[config.mk]
export PLATFORM = sky130hd
export DESIGN_NAME = asu_top
export DESIGN_NICKNAME = d
export VERILOG_FILES = /design/src/hdl/asu_pkg.sv /design/src/hdl/asu_baud.sv /design/src/hdl/asu_tx.sv /design/src/hdl/asu_top.sv
export SDC_FILE = /design/constraint.sdc
export NUM_CORES = 1
export LEC_CHECK = 0
export ABC_AREA = 0
export BUFFER_PORTS_ARGS = -buffer_cell sky130_fd_sc_hd__clkbuf_2
export CELL_PAD_IN_SITES_DETAIL_PLACEMENT = 1
export CELL_PAD_IN_SITES_GLOBAL_PLACEMENT = 1
export CORE_ASPECT_RATIO = 0.6
export CORE_MARGIN = 2
export CORE_UTILIZATION = 46
export CTS_CLUSTER_SIZE = 24
export DETAILED_ROUTE_END_ITERATION = 6
export MAX_ROUTING_LAYER = met4
export PLACE_DENSITY = 0.8
export SYNTH_ARGS = -nofsm -noshare
export SYNTH_HDL_FRONTEND = slang
export SYNTH_SLANG_ARGS = --single-unit
[constraint.sdc]
create_clock -name core_clk -period 3.9 [get_ports core_clk]
set_input_delay 0.195 -clock core_clk [delete_from_list [all_inputs] [get_ports core_clk]]
set_output_delay 0.195 -clock core_clk [all_outputs]
set_load 0.1 [all_outputs]
[src/hdl/asu_pkg.sv]
// package: constants, types and helpers shared by the async serial unit
package asu_pkg;

  localparam int NUNIT = 2;
  localparam int DIV_W = 13;
  localparam int DW    = 9;
  localparam int AW    = 6;
  localparam int EVT_W = 7;
  localparam int UNIT_BIT = 5;

  // oversampling: sixteen ticks per bit, three votes around mid-bit
  localparam logic [3:0] OVS_LAST = 4'hF;
  localparam logic [3:0] SMP_A    = 4'h7;
  localparam logic [3:0] SMP_B    = 4'h8;
  localparam logic [3:0] SMP_C    = 4'h9;

  // frame lengths in bits including start and stop, and the bit index of the stop bit
  localparam logic [3:0] FRAME8 = 4'hA;
  localparam logic [3:0] FRAME9 = 4'hB;
  localparam logic [3:0] STOP8  = 4'h9;
  localparam logic [3:0] STOP9  = 4'hA;

  // per-unit register byte offsets; address bit 5 picks the unit
  localparam logic [4:0] OFF_BAUD = 5'h00;
  localparam logic [4:0] OFF_CTRL = 5'h04;
  localparam logic [4:0] OFF_DATA = 5'h08;
  localparam logic [4:0] OFF_STAT = 5'h0C;
  localparam logic [4:0] OFF_MASK = 5'h10;

  localparam logic [DW-1:0] MASK8 = 9'h07F;
  localparam logic [DW-1:0] MASK9 = 9'h0FF;

  typedef enum logic {RX_IDLE, RX_FRAME} asu_rxst_t;

  typedef struct packed {
    logic wake;
    logic par_odd;
    logic par_en;
    logic nine;
    logic re;
    logic te;
  } asu_ctrl_t;

  typedef struct packed {
    logic pf;
    logic fe;
    logic nf;
    logic ovr;
    logic rdrf;
    logic tc;
    logic tdre;
  } asu_evt_t;

  typedef struct packed {
    logic rdrf;
    logic tc;
    logic tdre;
  } asu_lvl_t;

  typedef struct packed {
    logic [DIV_W-1:0] baud;
    asu_ctrl_t        ctrl;
    asu_evt_t         evt;
    asu_evt_t         mask;
    logic [DW-1:0]    rxbuf;
    logic             rdrf;
    asu_rxst_t        st;
    logic [3:0]       ph;
    logic [3:0]       idx;
    logic [2:0]       smp;
    logic [DW-1:0]    sr;
    logic             noisy;
  } asu_unit_t;

  // parity over the data bits below the parity slot
  function automatic logic asu_parity(logic [DW-1:0] d, logic nine,
                                      logic odd);
    logic [DW-1:0] m;
    m = nine ? MASK9 : MASK8;
    return (^(d & m)) ^ odd;
  endfunction

endpackage

[src/hdl/asu_baud.sv]
// 16x sample tick generator with a 13-bit modulo divider
`timescale 1ns/1ns
module asu_baud (
  // clock and reset
  input  wire logic                      core_clk,
  input  wire logic                      rst,
  input  wire logic                      ce,
  // divider setting and tick
  input  wire logic [asu_pkg::DIV_W-1:0] div,
  output logic                           tick
);
  logic [asu_pkg::DIV_W-1:0] cnt;
  logic [asu_pkg::DIV_W-1:0] next_cnt;
  logic                      next_tick;

  always_comb begin
    next_cnt  = cnt + 13'h0001;
    next_tick = 1'b0;
    if (div == 13'h0000) begin
      next_cnt = 13'h0000;
    end else if (cnt >= div - 13'h0001) begin
      next_cnt  = 13'h0000;
      next_tick = 1'b1;
    end
  end

  always_ff @(posedge core_clk) begin
    if (rst) begin
      cnt  <= 13'h0000;
      tick <= 1'b0;
    end else if (ce) begin
      cnt  <= next_cnt;
      tick <= next_tick;
    end
  end
endmodule // asu_baud

[src/hdl/asu_tx.sv]
// double-buffered transmitter: holding register feeding a shifter
`timescale 1ns/1ns
module asu_tx (
  // clock and reset
  input  wire logic                   core_clk,
  input  wire logic                   rst,
  input  wire logic                   ce,
  // configuration
  input  wire logic                   tick,
  input  wire logic                   en,
  input  wire logic                   nine,
  input  wire logic                   par_en,
  input  wire logic                   par_odd,
  // holding register load
  input  wire logic                   wr,
  input  wire logic [asu_pkg::DW-1:0] wdata,
  // line and status
  output logic                        txd,
  output logic                        tdre,
  output logic                        tc,
  output logic                        tdre_ev,
  output logic                        tc_ev
);
  logic [asu_pkg::DW-1:0] hold, next_hold;
  logic                   full, next_full;
  logic [10:0]            sh, next_sh;
  logic [3:0]             left, next_left;
  logic [3:0]             ph, next_ph;
  logic                   busy, next_busy;
  logic                   next_txd, next_tdre_ev, next_tc_ev;
  logic [asu_pkg::DW-1:0] pay;
  logic                   done;

  always_comb begin
    next_hold    = hold;
    next_full    = full;
    next_sh      = sh;
    next_left    = left;
    next_ph      = ph;
    next_busy    = busy;
    next_tdre_ev = 1'b0;
    next_tc_ev   = 1'b0;
    done         = 1'b0;
    pay          = hold;
    if (busy && tick) begin
      next_ph = ph + 4'h1;
      if (ph == asu_pkg::OVS_LAST) begin
        next_sh   = {1'b1, sh[10:1]};
        next_left = left - 4'h1;
        if (left == 4'h1) begin
          done      = 1'b1;
          next_busy = 1'b0;
        end
      end
    end
    // next character follows the stop bit with no gap
    if ((!busy || done) && full && en) begin
      if (par_en) begin
        if (nine) begin
          pay[8] = asu_pkg::asu_parity(hold, nine, par_odd);
        end else begin
          pay[7] = asu_pkg::asu_parity(hold, nine, par_odd);
        end
      end
      next_sh      = nine ? {1'b1, pay, 1'b0}
                          : {2'b11, pay[7:0], 1'b0};
      next_left    = nine ? asu_pkg::FRAME9 : asu_pkg::FRAME8;
      next_ph      = 4'h0;
      next_busy    = 1'b1;
      next_full    = 1'b0;
      next_tdre_ev = 1'b1;
    end else if (done) begin
      next_tc_ev = 1'b1;
    end
    if (wr) begin
      next_hold = wdata;
      next_full = 1'b1;
    end
    next_txd = next_busy ? next_sh[0] : 1'b1;
  end

  always_ff @(posedge core_clk) begin
    if (rst) begin
      hold    <= '0;
      full    <= 1'b0;
      sh      <= '1;
      left    <= 4'h0;
      ph      <= 4'h0;
      busy    <= 1'b0;
      txd     <= 1'b1;
      tdre_ev <= 1'b0;
      tc_ev   <= 1'b0;
    end else if (ce) begin
      hold    <= next_hold;
      full    <= next_full;
      sh      <= next_sh;
      left    <= next_left;
      ph      <= next_ph;
      busy    <= next_busy;
      txd     <= next_txd;
      tdre_ev <= next_tdre_ev;
      tc_ev   <= next_tc_ev;
    end
  end

  assign tdre = !full;
  assign tc   = !full && !busy;
endmodule // asu_tx

[src/hdl/asu_top.sv]
// two async serial units behind one avalon-mm register slave
// Summary of operation
// - 13-bit modulo divider sets each bit rate
// - transmitter and receiver share one divider
// - two units, each with own divider
// - nrz line, transmit and receive simultaneously
// - double buffers with separate transmit, receive enables
// - tdre and tc flags, polled or interrupting
// - three samples per bit, disagreement flags noise
// - parity generate and check; address-mark wakeup
`timescale 1ns/1ns
module asu_top (
  // clock, reset, clock enable
  input  wire logic                     core_clk,
  input  wire logic                     rst,
  input  wire logic                     ce,
  // avalon-mm register slave
  input  wire logic [asu_pkg::AW-1:0]   avs_address,
  input  wire logic                     avs_read,
  input  wire logic                     avs_write,
  input  wire logic [31:0]              avs_writedata,
  output logic      [31:0]              avs_readdata,
  output logic                          avs_waitrequest,
  // serial lines, one per unit
  input  wire logic [asu_pkg::NUNIT-1:0] ser_rxd,
  output logic      [asu_pkg::NUNIT-1:0] ser_txd,
  // interrupt
  output logic                          irq
);
  // bus handshake: one wait cycle, then the access completes
  logic        ack, next_ack;
  logic [31:0] next_rdata;
  logic        req;
  logic        acc;
  logic        sel_unit;
  logic [4:0]  off;
  logic [31:0] rd_word [asu_pkg::NUNIT];
  logic [asu_pkg::NUNIT-1:0] irq_u;

  assign req             = avs_read || avs_write;
  assign acc             = req && ack;
  // a frozen cycle must not complete an access that the flops never see
  assign avs_waitrequest = req && !(ack && ce);
  assign sel_unit        = avs_address[asu_pkg::UNIT_BIT];
  assign off             = avs_address[4:0];

  always_comb begin
    next_ack   = req && !ack;
    next_rdata = avs_readdata;
    if (avs_read && !ack) begin
      next_rdata = rd_word[sel_unit];
    end
  end

  always_ff @(posedge core_clk) begin
    if (rst) begin
      ack          <= 1'b0;
      avs_readdata <= 32'h0000_0000;
    end else if (ce) begin
      ack          <= next_ack;
      avs_readdata <= next_rdata;
    end
  end

  assign irq = |irq_u;

  for (genvar g = 0; g < asu_pkg::NUNIT; g++) begin : g_unit
    asu_pkg::asu_unit_t u, n;
    asu_pkg::asu_evt_t  set, clr;
    asu_pkg::asu_lvl_t  lvl;
    logic [1:0]         sync;
    logic               rx_bit;
    logic               tick;
    logic               hit;
    logic               wr_baud, wr_ctrl, wr_data, wr_stat, wr_mask;
    logic               rd_data;
    logic               tdre, tc, tdre_ev, tc_ev;
    logic               vote, nz, top;
    logic [asu_pkg::DW-1:0] data;
    logic [31:0]            word;

    assign hit     = acc && (sel_unit == 1'(g));
    assign wr_baud = hit && avs_write && off == asu_pkg::OFF_BAUD;
    assign wr_ctrl = hit && avs_write && off == asu_pkg::OFF_CTRL;
    assign wr_data = hit && avs_write && off == asu_pkg::OFF_DATA;
    assign wr_stat = hit && avs_write && off == asu_pkg::OFF_STAT;
    assign wr_mask = hit && avs_write && off == asu_pkg::OFF_MASK;
    assign rd_data = hit && avs_read && off == asu_pkg::OFF_DATA;

    // one divider feeds both directions of this unit
    asu_baud u_baud (
      .core_clk (core_clk),
      .rst      (rst),
      .ce       (ce),
      .div      (u.baud),
      .tick     (tick)
    );

    asu_tx u_tx (
      .core_clk (core_clk),
      .rst      (rst),
      .ce       (ce),
      .tick     (tick),
      .en       (u.ctrl.te),
      .nine     (u.ctrl.nine),
      .par_en   (u.ctrl.par_en),
      .par_odd  (u.ctrl.par_odd),
      .wr       (wr_data),
      .wdata    (avs_writedata[asu_pkg::DW-1:0]),
      .txd      (ser_txd[g]),
      .tdre     (tdre),
      .tc       (tc),
      .tdre_ev  (tdre_ev),
      .tc_ev    (tc_ev)
    );

    // line input crosses into the clock domain through two flops
    always_ff @(posedge core_clk) begin
      if (rst) begin
        sync <= 2'h3;
      end else if (ce) begin
        sync <= {sync[0], ser_rxd[g]};
      end
    end
    assign rx_bit = sync[1];

    assign lvl.rdrf = u.rdrf;
    assign lvl.tc   = tc;
    assign lvl.tdre = tdre;

    // one local word per unit keeps each array element to one driver
    always_comb begin
      word = 32'h0000_0000;
      unique case (off)
        asu_pkg::OFF_BAUD: word = {19'h0, u.baud};
        asu_pkg::OFF_CTRL: word = {26'h0, u.ctrl};
        asu_pkg::OFF_DATA: word = {23'h0, u.rxbuf};
        asu_pkg::OFF_STAT: word = {21'h0, lvl, 1'b0, u.evt};
        asu_pkg::OFF_MASK: word = {25'h0, u.mask};
        default:           word = 32'h0000_0000;
      endcase
    end
    assign rd_word[g] = word;

    assign irq_u[g] = |(u.evt & u.mask);

    always_comb begin
      n    = u;
      set  = '0;
      clr  = '0;
      vote = (u.smp[0] & u.smp[1]) | (u.smp[0] & u.smp[2])
           | (u.smp[1] & u.smp[2]);
      nz   = !(&u.smp) && (|u.smp);
      data = u.ctrl.nine ? u.sr : {1'b0, u.sr[8:1]};
      top  = u.ctrl.nine ? data[8] : data[7];
      set.tdre = tdre_ev;
      set.tc   = tc_ev;
      if (rd_data) begin
        n.rdrf = 1'b0;
      end
      if (!u.ctrl.re) begin
        n.st = asu_pkg::RX_IDLE;
      end else if (tick) begin
        if (u.st == asu_pkg::RX_IDLE) begin
          if (!rx_bit) begin
            n.st    = asu_pkg::RX_FRAME;
            n.ph    = 4'h1;
            n.idx   = 4'h0;
            n.smp   = 3'h0;
            n.noisy = 1'b0;
          end
        end else begin
          n.ph = u.ph + 4'h1;
          if (u.ph == asu_pkg::SMP_A || u.ph == asu_pkg::SMP_B
              || u.ph == asu_pkg::SMP_C) begin
            n.smp = {u.smp[1:0], rx_bit};
          end
          if (u.ph == asu_pkg::OVS_LAST) begin
            n.idx   = u.idx + 4'h1;
            n.noisy = u.noisy | nz;
            if (u.idx == 4'h0) begin
              if (vote) begin
                n.st = asu_pkg::RX_IDLE; // glitch, not a start bit
              end
            end else if (u.idx == (u.ctrl.nine ? asu_pkg::STOP9
                                                : asu_pkg::STOP8)) begin
              n.st = asu_pkg::RX_IDLE;
              // asleep: only an address-marked character wakes it
              if (!u.ctrl.wake || top) begin
                n.ctrl.wake = 1'b0;
                if (u.rdrf && !rd_data) begin
                  set.ovr = 1'b1;
                end else begin
                  n.rxbuf  = data;
                  n.rdrf   = 1'b1;
                  set.rdrf = 1'b1;
                  set.fe   = !vote;
                  set.nf   = u.noisy | nz;
                  set.pf   = u.ctrl.par_en && (top != asu_pkg::asu_parity(
                               data, u.ctrl.nine, u.ctrl.par_odd));
                end
              end
            end else begin
              n.sr = {vote, u.sr[8:1]};
            end
          end
        end
      end
      if (wr_baud) begin
        n.baud = avs_writedata[asu_pkg::DIV_W-1:0];
      end
      if (wr_ctrl) begin
        n.ctrl = avs_writedata[5:0];
      end
      if (wr_mask) begin
        n.mask = avs_writedata[asu_pkg::EVT_W-1:0];
      end
      if (wr_stat) begin
        clr = avs_writedata[asu_pkg::EVT_W-1:0];
      end
      // a new event beats a clear in the same cycle
      n.evt = (u.evt & ~clr) | set;
    end

    always_ff @(posedge core_clk) begin
      if (rst) begin
        u <= '0;
      end else if (ce) begin
        u <= n;
      end
    end
  end
endmodule // asu_top

==> out/metrics.cfg <==
[synthesis]
synth_edf_count = 0
synthSimpleGateAreaFrac_pct = 22.1
ys_ff_latch = 242
yosys_warnings = 0
avgSynthCellArea_um2 = 8.26
synth_top_family_by_area = simple AND/OR/NAND/NOR gates
yosysUniqueCellTypes = 83
synth_xor_area_share_pct = 4.85
async_flop_share_pct = 0
synth_mux_area_share_pct = 5.64
synth_fa_ha_area_share_pct = 4.73
synth-compound-area-share_pct = 18.9
syn_area_um2 = 12600
ys.flop_type = dfxtp_1
ys_seq_area_share_pct = 38.5
synthCells = 1523

[worst_setup_path]
criticalPathCategory = flop to flop
cpPeakStageDelay_ps = 590
critPathCaptureType = flop
crit_path_cell_trace = or4_1 > nor2_1 > nand2_1 > nor4_1 > xnor2_1 > ha_1 > o21ai_0 > a21oi_1 > o311ai_0 > nand3_1 > buf_4 > nor2_1 > a311o_1
cpLargestDelayFamily = simple AND/OR/NAND/NOR gates
path_max_fanout = 19
startpoint_type = flop
path_common_cell = nor2_1
arrival_ps = 3910
crit_slowest_cell = or4_1
crit_required_ps = 4330
path_buf_inv = 1

[place]
routabilityCongestion = 0.948
pre_cts_ws_ps = 276
hpwl_um = 29300
numPortBuffers = 42

[power]
p_per_area_nw_per_um2 = 377
p_leak_nw = 5.10
ir_drop_v = 0.000274
power.total_w = 0.00525

[die]
start_util_pct = 47.2
io_pins = 81
dieWidth_um = 218
die-height_um = 132
die-area_um2 = 28700
core_area_um2 = 26600
row_count = 46

[routing]
drc_errors = 0
via_per_inst = 6.08
wirelength_um = 41300
wl_per_cell_um = 21.6
drt_first_pass_iters = 5
antenna_left = 0
drt_iter0_drc = 1011
vias = 11621

[layout]
fillers = 3225
num-nets-final = 1623
drive_above_1_share_pct = 8.52
syn_to_final_growth_pct = 10.6

[global_route]
grt_pass1_wl_um = 65100
grt_overflow = 0
grt_max_degree = 100
antenna_found_initial = 1
grt_pass1_vias = 11610
grtUsageTotal_pct = 29.2

[outcome]
status = complete, no violations

[hold_path]
min_path_type = input port to flop

[timing]
fin_tns_setup_ps = 0
slew_viol_final = 0
layout_min_cycle_time_ps = 3490
max_freq_mhz = 287
final_hold_viol_count = 0
setup_viol = 0
layout_setup_ws_ps = 413
finClkSkew_ps = 10.6
worst_slew_pin_slew_ps = 1020
timing.hold.ws_ps = 49.6
rsz0062_at_grt = no
slew_headroom_pct = 31.1
period_share_pct = 89.4

[cts]
cts.path.max_buffers = 3
htree_num_levels = 1
clock_latency_ps = 540
cts_setup_buffers = 0
cts_buffers = 25
cts_root_buf = clkbuf_16
cts_tree = done
cts.sinks = 242
path_clk_slew_ps = 70

[flow_run]
maxCapViolations = 0

power breakdown:
part,switching [W],leakage (nW),internal [W]
combinational,0.000240,2.75,0.0000422
sequential,0.00000578,1.95,0.00248
clock,0.00104,0.399,0.00144
total,0.00129,5.10,0.00396
sequential cells by signal (all words and copies together), names as in the netlist:
| signal | cells |
|---|---|
| g_unit.u_tx.ph | 8 |
| g_unit.u_tx.sh | 22 |
| g_unit.u_tx.txd | 2 |
| g_unit.u_baud.cnt | 26 |
| g_unit.u_tx.tdre_ev | 2 |
| g_unit.u_tx.busy | 2 |
| g_unit.sync | 4 |
| avs_readdata | 13 |
| g_unit.u_tx.full | 2 |
| g_unit.u | 128 |
| ack | 1 |
| g_unit.u_tx.tc_ev | 2 |
| g_unit.u_tx.hold | 18 |
| g_unit.u_baud.tick | 2 |
| g_unit.lvl | 2 |
| g_unit.u_tx.left | 8 |
worst paths after layout:
kind,cells after the start,to,slack [ps],startpoint
min reg2reg,1,g_unit[0].u_tx.sh[10],450,g_unit[0].u_tx.sh[10]
min,3,g_unit[1].u[60],50,avs_writedata[8]
max,13,g_unit[0].u_baud.cnt[8],410,g_unit[0].u[54]
max reg2reg,13,g_unit[0].u_baud.cnt[8],410,g_unit[0].u[54]
cell usage after synthesis (18+ instances only):
| cell type | n | share of area (%) |
|---|---|---|
| a211o_1 | 19 | 1.3 |
| a21oi_1 | 126 | 5.0 |
| a22oi_1 | 46 | 2.7 |
| buf_2 | 18 | 0.72 |
| buf_4 | 21 | 1.3 |
| clkbuf_1 | 71 | 2.1 |
| dfxtp_1 | 242 | 38 |
| ha_1 | 46 | 4.6 |
| inv_1 | 36 | 1.1 |
| mux2i_1 | 63 | 5.0 |
| nand2_1 | 207 | 6.2 |
| nand3_1 | 78 | 3.1 |
| nand4_1 | 27 | 1.3 |
| nor2_1 | 145 | 4.3 |
| nor3_1 | 19 | 0.76 |
| o21ai_0 | 50 | 2.0 |
| xnor2_1 | 46 | 3.2 |
| xor2_1 | 21 | 1.5 |
layout by cell type (no fill, tap or decap), types with 6 or more instances in the layout:
| cell type | n |
|---|---|
| mux2_2 | 7 |
| dlygate4sd3_1 | 6 |
| a32oi_1 | 12 |
| nor4_1 | 13 |
| nand2_1 | 207 |
| a22oi_1 | 46 |
| a211o_1 | 19 |
| nor2_1 | 144 |
| xor2_1 | 21 |
| dfxtp_1 | 242 |
| nor3_1 | 18 |
| nor3b_1 | 9 |
| nor2b_1 | 11 |
| buf_4 | 28 |
| or3_1 | 7 |
| nand3_1 | 78 |
| nand4_1 | 27 |
| and3_1 | 16 |
| o311ai_0 | 8 |
| ha_1 | 46 |
| mux2i_1 | 63 |
| clkbuf_16 | 25 |
| inv_1 | 36 |
| and2_1 | 17 |
| xnor2_1 | 46 |
| clkbuf_2 | 41 |
| nand2b_1 | 10 |
| clkbuf_1 | 9 |
| o21ai_0 | 50 |
| conb_1 | 19 |
| o21a_1 | 10 |
| a21oi_1 | 126 |
| o31ai_1 | 6 |
| a211oi_1 | 15 |
worst register-to-register path: stages (launching register included):
cell      delay, ps
dfxtp_1         370
or4_1           590
nor2_1          160
nand2_1         140
nor4_1          260
xnor2_1         110
ha_1            320
o21ai_0         110
a21oi_1         230
o311ai_0        200
nand3_1         120
buf_4           230
nor2_1          150
a311o_1         370
timing repair:
item,CTS,global route
endpoints found under the hold margin,10,0
hold buffers,6,0
resized for setup,0,1
setup endpoints to repair,0,11
per-stage QoR:
stage / util (%) / cells / cell area, um2
after floorplan: - / 1541 / 12700
after global placement: 48.9 / 1859 / 13000
after detailed placement: 48.9 / 1859 / 13000
after CTS: 52.2 / 1910 / 13900
after global routing: 52.2 / 1911 / 13900
final: 52.2 / 1911 / 13900
per-layer routing:
metal  track usage (%)  vias to the layer above  wire length (um)
li1                  -                     5436                 -
met3              6.87                       67              2990
met2              42.2                      336             17600
met1              40.9                     5782             19900
met4              6.62                        0               873
met5                 -                        -                 0
layout make-up:
type,count,area (um2),share of cell area [%]
diodes,1,2.50,0.0180
clock inverters,8,125,0.899
well taps,360,450,3.24
clock buffers,37,701,5.04
multi-input cells,1150,7170,51.5
flip-flops and latches,242,4840,34.8
inverters,37,139,0.998
repair buffers,76,487,3.50
logic make-up (layout without fill, tap and decap cells):
kind of cell / after synthesis / after routing
simple gates: 589 / 589
compound gates: 356 / 356
flops: 242 / 242
buf+inv: 149 / 158
mux: 70 / 70
xor+xnor: 68 / 68
fa+ha+maj: 48 / 48
other cells: 1 / 20
Note: power is estimated with default switching activity, not from simulation.
